<file path="config.mk">
export PLATFORM = sky130hd
export DESIGN_NAME = rim_top
export DESIGN_NICKNAME = d
export VERILOG_FILES = /design/src/hdl/rim_pkg.sv /design/src/hdl/rim_skid.sv /design/src/hdl/rim_top.sv
export SDC_FILE = /design/constraint.sdc
export NUM_CORES = 2
export LEC_CHECK = 0
export BUFFER_PORTS_ARGS = -buffer_cell sky130_fd_sc_hd__clkbuf_2
export CAP_MARGIN = 40
export CORE_MARGIN = 2
export CORE_UTILIZATION = 60
export DETAILED_ROUTE_END_ITERATION = 8
export PLACE_DENSITY = 0.81
export SYNTH_ARGS = -nofsm -noshare
export SYNTH_HDL_FRONTEND = slang
export SYNTH_HIERARCHICAL = 1
export SYNTH_SLANG_ARGS = --single-unit
</file>
<file path="constraint.sdc">
create_clock -name clock_i -period 8.6 [get_ports clock_i]
set_clock_uncertainty 0.2 [all_clocks]
set_input_delay 2.15 -clock clock_i [delete_from_list [all_inputs] [get_ports clock_i]]
set_output_delay 2.15 -clock clock_i [all_outputs]
set_load 0.02 [all_outputs]
</file>
<file path="src/hdl/rim_pkg.sv">
// Purpose: Shared constants and carriers for the radio mask and queue port.
// Assumes: One system clock; all strobes are one-cycle pulses.
// Notes:   Offsets are byte addresses in their own register space.
package rim_pkg;
    localparam logic [7:0]  DATA_PORT_ADDR = 8'hD9;
    localparam logic [15:0] EVT_MASK_ADDR  = 16'h61A4;
    localparam logic [15:0] ERR_MASK_ADDR  = 16'h61A5;
    localparam logic [15:0] RX_COUNT_ADDR  = 16'h61A6;
    localparam logic [15:0] TX_COUNT_ADDR  = 16'h61A7;
    localparam int          QUEUE_DEPTH    = 128;
    localparam int          EVT_BITS       = 6;
    localparam int          ERR_BITS       = 7;
    localparam logic [7:0]  DATA_RESET     = 8'h00;
    localparam logic [5:0]  EVT_MASK_RESET = 6'h00;
    localparam logic [6:0]  ERR_MASK_RESET = 7'h00;
    localparam logic [7:0]  READ_ZERO      = 8'h00;
    // Event mask bit positions.
    localparam int EVT_ACK_SENT    = 0;
    localparam int EVT_FRAME_SENT  = 1;
    localparam int EVT_RADIO_IDLE  = 2;
    localparam int EVT_SEQ_MANUAL  = 3;
    localparam int EVT_SEQ_HALTED  = 4;
    localparam int EVT_SEQ_RESUMED = 5;
    // Error mask bit positions.
    localparam int ERR_SYNTH_LOCK  = 0;
    localparam int ERR_RX_ABORT    = 1;
    localparam int ERR_RX_OVERFLOW = 2;
    localparam int ERR_RX_UNDER    = 3;
    localparam int ERR_TX_OVERFLOW = 4;
    localparam int ERR_TX_UNDER    = 5;
    localparam int ERR_BAD_STROBE  = 6;

    typedef struct packed {
        logic [7:0] addr;
        logic       wr;
        logic       rd;
        logic [7:0] wdata;
    } rim_sfr_req_t;

    typedef struct packed {
        logic [15:0] addr;
        logic        wr;
        logic        rd;
        logic [7:0]  wdata;
    } rim_ext_req_t;

    typedef struct packed {
        logic disable_radio;
        logic send_ack;
        logic send_ack_pending;
        logic suppress_ack;
        logic receive_flush;
        logic transmit_flush;
        logic rx_restart;
    } rim_cmd_t;
endpackage

</file>
<file path="src/hdl/rim_skid.sv">
// Purpose: Two-entry buffer between the transmit queue and the radio.
// Assumes: Output data comes straight from the first entry; valid comes from its own flip-flop.
// Notes:   Flush empties both entries at once.
`timescale 1ns/1ps
`default_nettype none
module rim_skid #(
    parameter int WIDTH = 8
) (
    input  wire logic             clock_i,
    input  wire logic             rstn_i,
    input  wire logic             flush_i,
    input  wire logic             in_valid_i,
    input  wire logic [WIDTH-1:0] in_data_i,
    output logic                  in_ready_o,
    output logic                  out_valid_o,
    output logic [WIDTH-1:0]      out_data_o,
    input  wire logic             out_ready_i,
    output logic [1:0]            count_o
);
    typedef struct packed {
        logic [WIDTH-1:0] d0;
        logic [WIDTH-1:0] d1;
        logic [1:0]       cnt;
        logic             vld;
    } skid_state_t;

    skid_state_t s;
    skid_state_t next_s;

    if (WIDTH < 1) begin : g_width_check
        $error("rim_skid: WIDTH must be positive");
    end

    always_comb begin
        next_s = s;
        if (flush_i) begin
            next_s.cnt = 2'd0;
        end else begin
            if (s.cnt != 2'd0 && out_ready_i) begin
                next_s.d0  = s.d1;
                next_s.cnt = 2'(s.cnt - 2'd1);
            end
            if (in_valid_i && s.cnt != 2'd2) begin
                if (next_s.cnt == 2'd0) begin
                    next_s.d0 = in_data_i;
                end else begin
                    next_s.d1 = in_data_i;
                end
                next_s.cnt = 2'(next_s.cnt + 2'd1);
            end
        end
        // Valid has its own flip-flop so the stream output is never a decode of the count.
        next_s.vld = (next_s.cnt != 2'd0);
    end

    always_ff @(posedge clock_i) begin
        if (!rstn_i) begin
            s <= '0;
        end else begin
            s <= next_s;
        end
    end

    assign in_ready_o  = (s.cnt != 2'd2);
    assign out_valid_o = s.vld;
    assign out_data_o  = s.d0;
    assign count_o     = s.cnt;
endmodule
`default_nettype wire

</file>
<file path="src/hdl/rim_top.sv">
// Purpose: Radio interrupt masks, error event detection and the byte FIFO port.
// Assumes: Pending flag levels come back from the flag registers outside.
// Notes:   Reads answer one cycle after the read strobe.
//
// What this block does
// Reserved upper bits of both mask registers always read as zero.
// Event mask bit 5 gates the sequencer resumed-after-wait interrupt.
// Event mask bit 4 gates the sequencer halted interrupt.
// Event mask bit 3 gates the sequencer manual interrupt.
// Event mask bit 2 gates the radio idle entered interrupt.
// Event mask bit 1 gates the frame sent interrupt.
// Event mask bit 0 gates the acknowledgement sent interrupt.
// Disable while disabled, or ack command outside reception, flags strobe error.
// Error mask bit 6 gates the bad command strobe interrupt.
// Error mask bit 1 gates the reception aborted interrupt.
// Error mask bit 0 gates the synthesizer lock failure interrupt.
// Lock failure stays set until the receiver is restarted.
// Writing the data port appends the byte to the transmit queue.
// Reading the data port pops the next byte of the receive queue.
// Separate receive and transmit fill counts are readable.
// Flush strobes empty the receive or transmit queue.
// Each queue holds 128 bytes; receive may hold several frames.
// Transmit queue holds one frame; software loads the next after sending.
// Error mask bits 5 to 2 gate tx under, tx over, rx under, rx over.
// Interrupt only when a pending flag meets a set mask bit; masks reset 0.
`timescale 1ns/1ps
`default_nettype none
module rim_top
    import rim_pkg::*;
#(
    parameter int DEPTH = rim_pkg::QUEUE_DEPTH
) (
    input  wire logic                    clock_i,
    input  wire logic                    rstn_i,
    input  wire rim_pkg::rim_sfr_req_t   sfr_req_i,
    output logic [7:0]                   sfr_rdata_o,
    input  wire rim_pkg::rim_ext_req_t   ext_req_i,
    output logic [7:0]                   ext_rdata_o,
    input  wire rim_pkg::rim_cmd_t       cmd_i,
    input  wire logic                    radio_disabled_i,
    input  wire logic                    rx_active_i,
    input  wire logic                    lock_fail_i,
    input  wire logic                    rx_abort_i,
    input  wire logic [5:0]              evt_pending_i,
    input  wire logic [6:0]              err_pending_i,
    input  wire logic                    rx_valid_i,
    input  wire logic [7:0]              rx_data_i,
    output logic                         tx_valid_o,
    output logic [7:0]                   tx_data_o,
    input  wire logic                    tx_ready_i,
    input  wire logic                    tx_active_i,
    output logic [6:0]                   err_event_o,
    output logic                         lock_error_o,
    output logic                         irq_o
);
    import rim_pkg::*;

    localparam int PW = $clog2(DEPTH);
    localparam int CW = PW + 1;

    typedef struct packed {
        logic [5:0]    evt_mask;
        logic [6:0]    err_mask;
        logic [PW-1:0] rx_rd;
        logic [PW-1:0] rx_wr;
        logic [CW-1:0] rx_cnt;
        logic [PW-1:0] tx_rd;
        logic [PW-1:0] tx_wr;
        logic [CW-1:0] tx_cnt;
        logic [7:0]    sfr_rdata;
        logic [7:0]    ext_rdata;
        logic [6:0]    err_event;
        logic          lock_error;
        logic          irq;
    } rim_state_t;

    rim_state_t s;
    rim_state_t next_s;

    logic [7:0] rx_mem [DEPTH];
    logic [7:0] tx_mem [DEPTH];

    logic       port_wr;
    logic       port_rd;
    logic       rx_full;
    logic       tx_full;
    logic       rx_push;
    logic       rx_pop;
    logic       tx_push;
    logic       tx_pop;
    logic       buf_ready;
    logic [1:0] buf_count;
    logic [7:0] tx_fill;
    logic [7:0] rx_fill;
    logic       bad_strobe;
    logic       tx_under;

    // Fill counts are reported in one byte, so the queue may not grow past 128.
    if (DEPTH < 2 || DEPTH > 128 || (DEPTH & (DEPTH - 1)) != 0) begin : g_depth_check
        $error("rim_top: DEPTH must be a power of two from 2 to 128");
    end

    assign port_wr = sfr_req_i.wr && sfr_req_i.addr == DATA_PORT_ADDR;
    assign port_rd = sfr_req_i.rd && sfr_req_i.addr == DATA_PORT_ADDR;
    assign rx_full = s.rx_cnt == CW'(DEPTH);
    assign tx_full = s.tx_cnt == CW'(DEPTH);

    // A flush drops anything arriving in the same cycle.
    assign rx_push = rx_valid_i && !rx_full && !cmd_i.receive_flush;
    assign rx_pop  = port_rd && s.rx_cnt != '0 && !cmd_i.receive_flush;
    assign tx_push = port_wr && !tx_full && !cmd_i.transmit_flush;
    assign tx_pop  = s.tx_cnt != '0 && buf_ready && !cmd_i.transmit_flush;

    // The radio drains from the buffer; an empty buffer mid-frame is an underflow.
    assign tx_under = tx_active_i && tx_ready_i && !tx_valid_o;

    // Acknowledge commands are only meaningful while actively receiving.
    assign bad_strobe = (cmd_i.disable_radio && radio_disabled_i)
                     || (!rx_active_i && (cmd_i.send_ack || cmd_i.send_ack_pending
                                          || cmd_i.suppress_ack));

    // The buffer entries are counted, since those bytes have not been sent yet.
    assign tx_fill = 8'(s.tx_cnt) + 8'(buf_count);
    assign rx_fill = 8'(s.rx_cnt);

    rim_skid #(
        .WIDTH (8)
    ) u_skid (
        .clock_i     (clock_i),
        .rstn_i      (rstn_i),
        .flush_i     (cmd_i.transmit_flush),
        .in_valid_i  (tx_pop),
        .in_data_i   (tx_mem[s.tx_rd]),
        .in_ready_o  (buf_ready),
        .out_valid_o (tx_valid_o),
        .out_data_o  (tx_data_o),
        .out_ready_i (tx_ready_i),
        .count_o     (buf_count)
    );

    always_comb begin
        next_s = s;

        // Only the low bits are stored, so the reserved bits can never read back.
        if (ext_req_i.wr && ext_req_i.addr == EVT_MASK_ADDR) begin
            next_s.evt_mask = ext_req_i.wdata[EVT_BITS-1:0];
        end
        if (ext_req_i.wr && ext_req_i.addr == ERR_MASK_ADDR) begin
            next_s.err_mask = ext_req_i.wdata[ERR_BITS-1:0];
        end

        if (ext_req_i.rd) begin
            unique case (ext_req_i.addr)
                EVT_MASK_ADDR: next_s.ext_rdata = {2'b00, s.evt_mask};
                ERR_MASK_ADDR: next_s.ext_rdata = {1'b0, s.err_mask};
                RX_COUNT_ADDR: next_s.ext_rdata = rx_fill;
                TX_COUNT_ADDR: next_s.ext_rdata = tx_fill;
                default:       next_s.ext_rdata = READ_ZERO;
            endcase
        end

        // An empty receive queue answers zero and reports an underflow.
        if (port_rd) begin
            next_s.sfr_rdata = rx_pop ? rx_mem[s.rx_rd] : READ_ZERO;
        end

        // Receive queue pointers and count.
        if (cmd_i.receive_flush) begin
            next_s.rx_rd  = '0;
            next_s.rx_wr  = '0;
            next_s.rx_cnt = '0;
        end else begin
            if (rx_push) begin
                next_s.rx_wr = PW'(s.rx_wr + 1'b1);
            end
            if (rx_pop) begin
                next_s.rx_rd = PW'(s.rx_rd + 1'b1);
            end
            next_s.rx_cnt = CW'(s.rx_cnt + CW'(rx_push) - CW'(rx_pop));
        end

        // Transmit queue pointers and count; one frame at a time is assumed.
        if (cmd_i.transmit_flush) begin
            next_s.tx_rd  = '0;
            next_s.tx_wr  = '0;
            next_s.tx_cnt = '0;
        end else begin
            if (tx_push) begin
                next_s.tx_wr = PW'(s.tx_wr + 1'b1);
            end
            if (tx_pop) begin
                next_s.tx_rd = PW'(s.tx_rd + 1'b1);
            end
            next_s.tx_cnt = CW'(s.tx_cnt + CW'(tx_push) - CW'(tx_pop));
        end

        // One-cycle error events towards the flag register.
        next_s.err_event = '0;
        next_s.err_event[ERR_BAD_STROBE]  = bad_strobe;
        next_s.err_event[ERR_TX_UNDER]    = tx_under;
        next_s.err_event[ERR_TX_OVERFLOW] = port_wr && tx_full;
        next_s.err_event[ERR_RX_UNDER]    = port_rd && s.rx_cnt == '0;
        next_s.err_event[ERR_RX_OVERFLOW] = rx_valid_i && rx_full;
        next_s.err_event[ERR_RX_ABORT]    = rx_abort_i;
        next_s.err_event[ERR_SYNTH_LOCK]  = lock_fail_i;

        // A new lock failure in the restart cycle wins, so it is never lost.
        if (lock_fail_i) begin
            next_s.lock_error = 1'b1;
        end else if (cmd_i.rx_restart) begin
            next_s.lock_error = 1'b0;
        end

        next_s.irq = |(evt_pending_i & s.evt_mask)
                  || |(err_pending_i & s.err_mask);
    end

    always_ff @(posedge clock_i) begin
        if (!rstn_i) begin
            s          <= '0;
            s.evt_mask <= EVT_MASK_RESET;
            s.err_mask <= ERR_MASK_RESET;
            s.sfr_rdata <= DATA_RESET;
        end else begin
            s <= next_s;
        end
    end

    // The queues keep their contents over reset; only the pointers are cleared.
    always_ff @(posedge clock_i) begin
        if (rx_push) begin
            rx_mem[s.rx_wr] <= rx_data_i;
        end
        if (tx_push) begin
            tx_mem[s.tx_wr] <= sfr_req_i.wdata;
        end
    end

    assign sfr_rdata_o  = s.sfr_rdata;
    assign ext_rdata_o  = s.ext_rdata;
    assign err_event_o  = s.err_event;
    assign lock_error_o = s.lock_error;
    assign irq_o        = s.irq;
endmodule
`default_nettype wire

</file>
==> impl_metrics.toml <==
[timing]
final_hold_viol_count = 0
min_period_ns = 5.20
relSlewSlack_pct = 24.0
finalCritPeriodShare_pct = 60.4
tns_ns = 0
setup_violations = 0
slew_viol_final = 0
worst_slew_pin_slew_ns = 1.14
rsz0062_at_grt = "false"
fmax_mhz = 192

[synthesis]
seq_area_frac_synth_pct = 75.1
syn_nets = 4249
synth_cells = 4128
yosys_warnings = 6
synth_edf_count = 2048
avgSynthCellArea_um2 = 20.6
ys_ff_latch = 2163
syn_area_um2 = 84900
synthFlopType = "edfxtp_1"
yosysUniqueCellTypes = 81
async_flop_share_pct = 0

[global_route]
grt_pass1_vias = 43900
grt_usage_pct = 28.9
grt_pass1_wl_mm = 305
overflow = 0
antenna_found_initial = 8
grt_max_degree = 177

[detailed_routing]
vias_per_cell = 6.89
vias = 43600
ant_nets = 0
drt_wl_total_mm = 208
drt-initial-drc-count = 6827
drc_errors = 0
wl_per_cell_um = 32.8
drtPass1Iterations = 6

[die]
die_area_um2 = 145000
core_um2 = 141000
dieWidth_um = 380
row_count = 138
start_util_pct = 60.2
die-height_um = 380
io_pins = 115

[place]
place_congestion = 0.904
dp.cells = 5955
portBuffers = 113
post-dp-hpwl_mm = 114

[setup_path]
critical-path-slowest-cell = "nor2_1"
cp.required_ns = 8.84
worstSetupStartpointType = "input pin"
path_delay_family = "simple AND/OR/NAND/NOR gates"
path_cells = "clkbuf_2 > nand4b_1 > a2111oi_4 > and2b_1 > inv_2 > nor2_1 > nand2_1 > buf_4 > nor2_1"
worstPathMaxFanout = 10
critPathMaxStageDelay_ns = 0.67
crit_buf_inv = 3
worst_ep_arrival_time_ns = 5.43
cp-end-kind = "register"
cp_common_cell = "nor2_1"
critical_path_class = "in2reg"

[clocking]
cts_num_sinks = 2163
clkTransAtPathRegs_ns = 0.06
hold_buffers = 0
tritoncts = "built"
clk_latency_ns = 0.84
postCtsSetupBuffers = 0
cts_buffer_depth = 3
clock-root-buffer = "clkbuf_16"
cts_resized = 0
numCtsBuffers = 200
htreeDepth = 4

[power]
powerDensity_nw_per_um2 = 233
peakVddDrop_mv = 0.200
leakagePower_nw = 28.4

[layout]
area_growth_pct = 10.4
final_cell_mix = "2048 x edfxtp_1, 550 x mux4_2, 319 x nor2_1"
drive_gt1_share_pct = 23.6
fill_cells = 8170
final_common_cell = "edfxtp_1"
nets = 4390
stdcell_count = 6327

[run]
drv_cap = 0

[run_status]
status = "finished clean"

[hold_path]
min_path_type = "reg2reg"
## cell usage after synthesis (10+ instances only)
cell type	n	area (µm²)
buf_1	17	63.8
o221ai_1	10	87.6
edfxtp_1	2048	61500
a21oi_1	49	245
dfxtp_1	115	2300
and2_1	12	75.1
ha_1	37	463
a21boi_0	12	90.1
nand2_1	115	432
nor2_1	319	1200
o211ai_1	14	105
nor2b_1	43	269
a22oi_1	86	646
mux2i_1	143	1430
clkbuf_1	91	342
xnor2_1	21	184
mux4_2	550	12400
buf_2	74	370
nand2b_1	12	75.1
nor3_1	17	85.1
nand3_1	43	215
buf_4	54	405
inv_1	41	154
xor2_1	15	131
nand4_1	30	188
## power by group
| group | internal (mW) | leakage (nW) | total, mW | switching, mW |
|---|---|---|---|---|
| logic | 0.669 | 5.96 | 1.52 | 0.846 |
| registers | 11.6 | 19.3 | 11.6 | 0.0676 |
| clock network | 4.82 | 3.08 | 8.72 | 3.90 |
## metal layers
metal / up-vias / wire length, µm / GRT usage (%)
li1: 17200 / - / -
met5: - / 35 / 0
met4: 6 / 8260 / 10.5
met1: 22300 / 74300 / 40.1
met2: 3523 / 100000 / 45.3
met3: 559 / 24800 / 7.31
## sequential cells by signal, indices dropped and copies added, names as in the netlist, 2 cells and up, named ones only
signal / count
tx_mem: 1024
rx_mem: 1024
rx_fill: 8
ext_rdata_o: 8
u_skid/s: 8
u_skid/count_o: 2
sfr_rdata_o: 8
s: 49
err_event_o: 7
u_skid/out_data_o: 8
## cell type report
class / count / area [µm²] / area share (%)
antenna: 3 / 7.51 / 0.00801
clock buffer: 252 / 5260 / 5.61
clock inverter: 115 / 1070 / 1.14
inverter: 44 / 165 / 0.176
multi-input combinational: 1677 / 19700 / 21.0
sequential: 2163 / 63800 / 68.1
tap: 1890 / 2360 / 2.52
timing repair buffer: 183 / 1410 / 1.50
## worst register-to-register path: stages, from the launching register on
cell       delay [ns]
dfxtp_4          0.76
buf_12           0.70
mux4_2           0.95
mux4_2           0.54
a22oi_1          0.57
nand4_1          0.53
inv_1            0.16
a21oi_1          0.09
a2bb2oi_1        0.15
## per-stage QoR
| stage | instance area [µm²] | setup slack [ns] | hold WS (ns) | utilization [%] | total power [mW] |
|---|---|---|---|---|---|
| after floorplan | 84900 | 3.55 | 0.235 | - | 12.9 |
| final | 93800 | 3.40 | 0.253 | 66.5 | 21.9 |
| after CTS | 93700 | 3.47 | 0.255 | 66.4 | 21.9 |
| after global placement | 87100 | 2.78 | 0.241 | 61.8 | 13.3 |
| after detailed placement | 87400 | 2.64 | 0.247 | 62.0 | 13.3 |
| after global routing | 93800 | 3.25 | 0.285 | 66.5 | 22.3 |
## path summary, 6_finish.rpt
| kind | startpoint | endpoint | slack, ns | cells past startpoint |
|---|---|---|---|---|
| worst max-delay path | sfr_req_i[15] | tx_mem[100][1] | 3.40 | 9 |
| worst min-delay path | u_skid/out_data_o[6] | u_skid/out_data_o[6] | 0.25 | 2 |
| worst max register to register | register | u_skid/out_data_o[6] | 3.80 | 8 |
| worst min register to register | u_skid/out_data_o[6] | u_skid/out_data_o[6] | 0.25 | 2 |
## cell families (layout without fill, tap and decap cells)
family / after synthesis / after routing / synth area share, %
other: 0 / 3 / 0
multiplexers: 696 / 696 / 16.3
buffers and inverters: 288 / 594 / 1.70
AO/OA/AOI/OAI: 259 / 259 / 2.32
XOR/XNOR: 37 / 37 / 0.391
flip-flops: 2163 / 2163 / 75.1
AND/OR/NAND/NOR: 645 / 645 / 3.52
adder cells (fa/ha/maj): 40 / 40 / 0.616
Note: power is estimated with default switching activity, not from simulation.
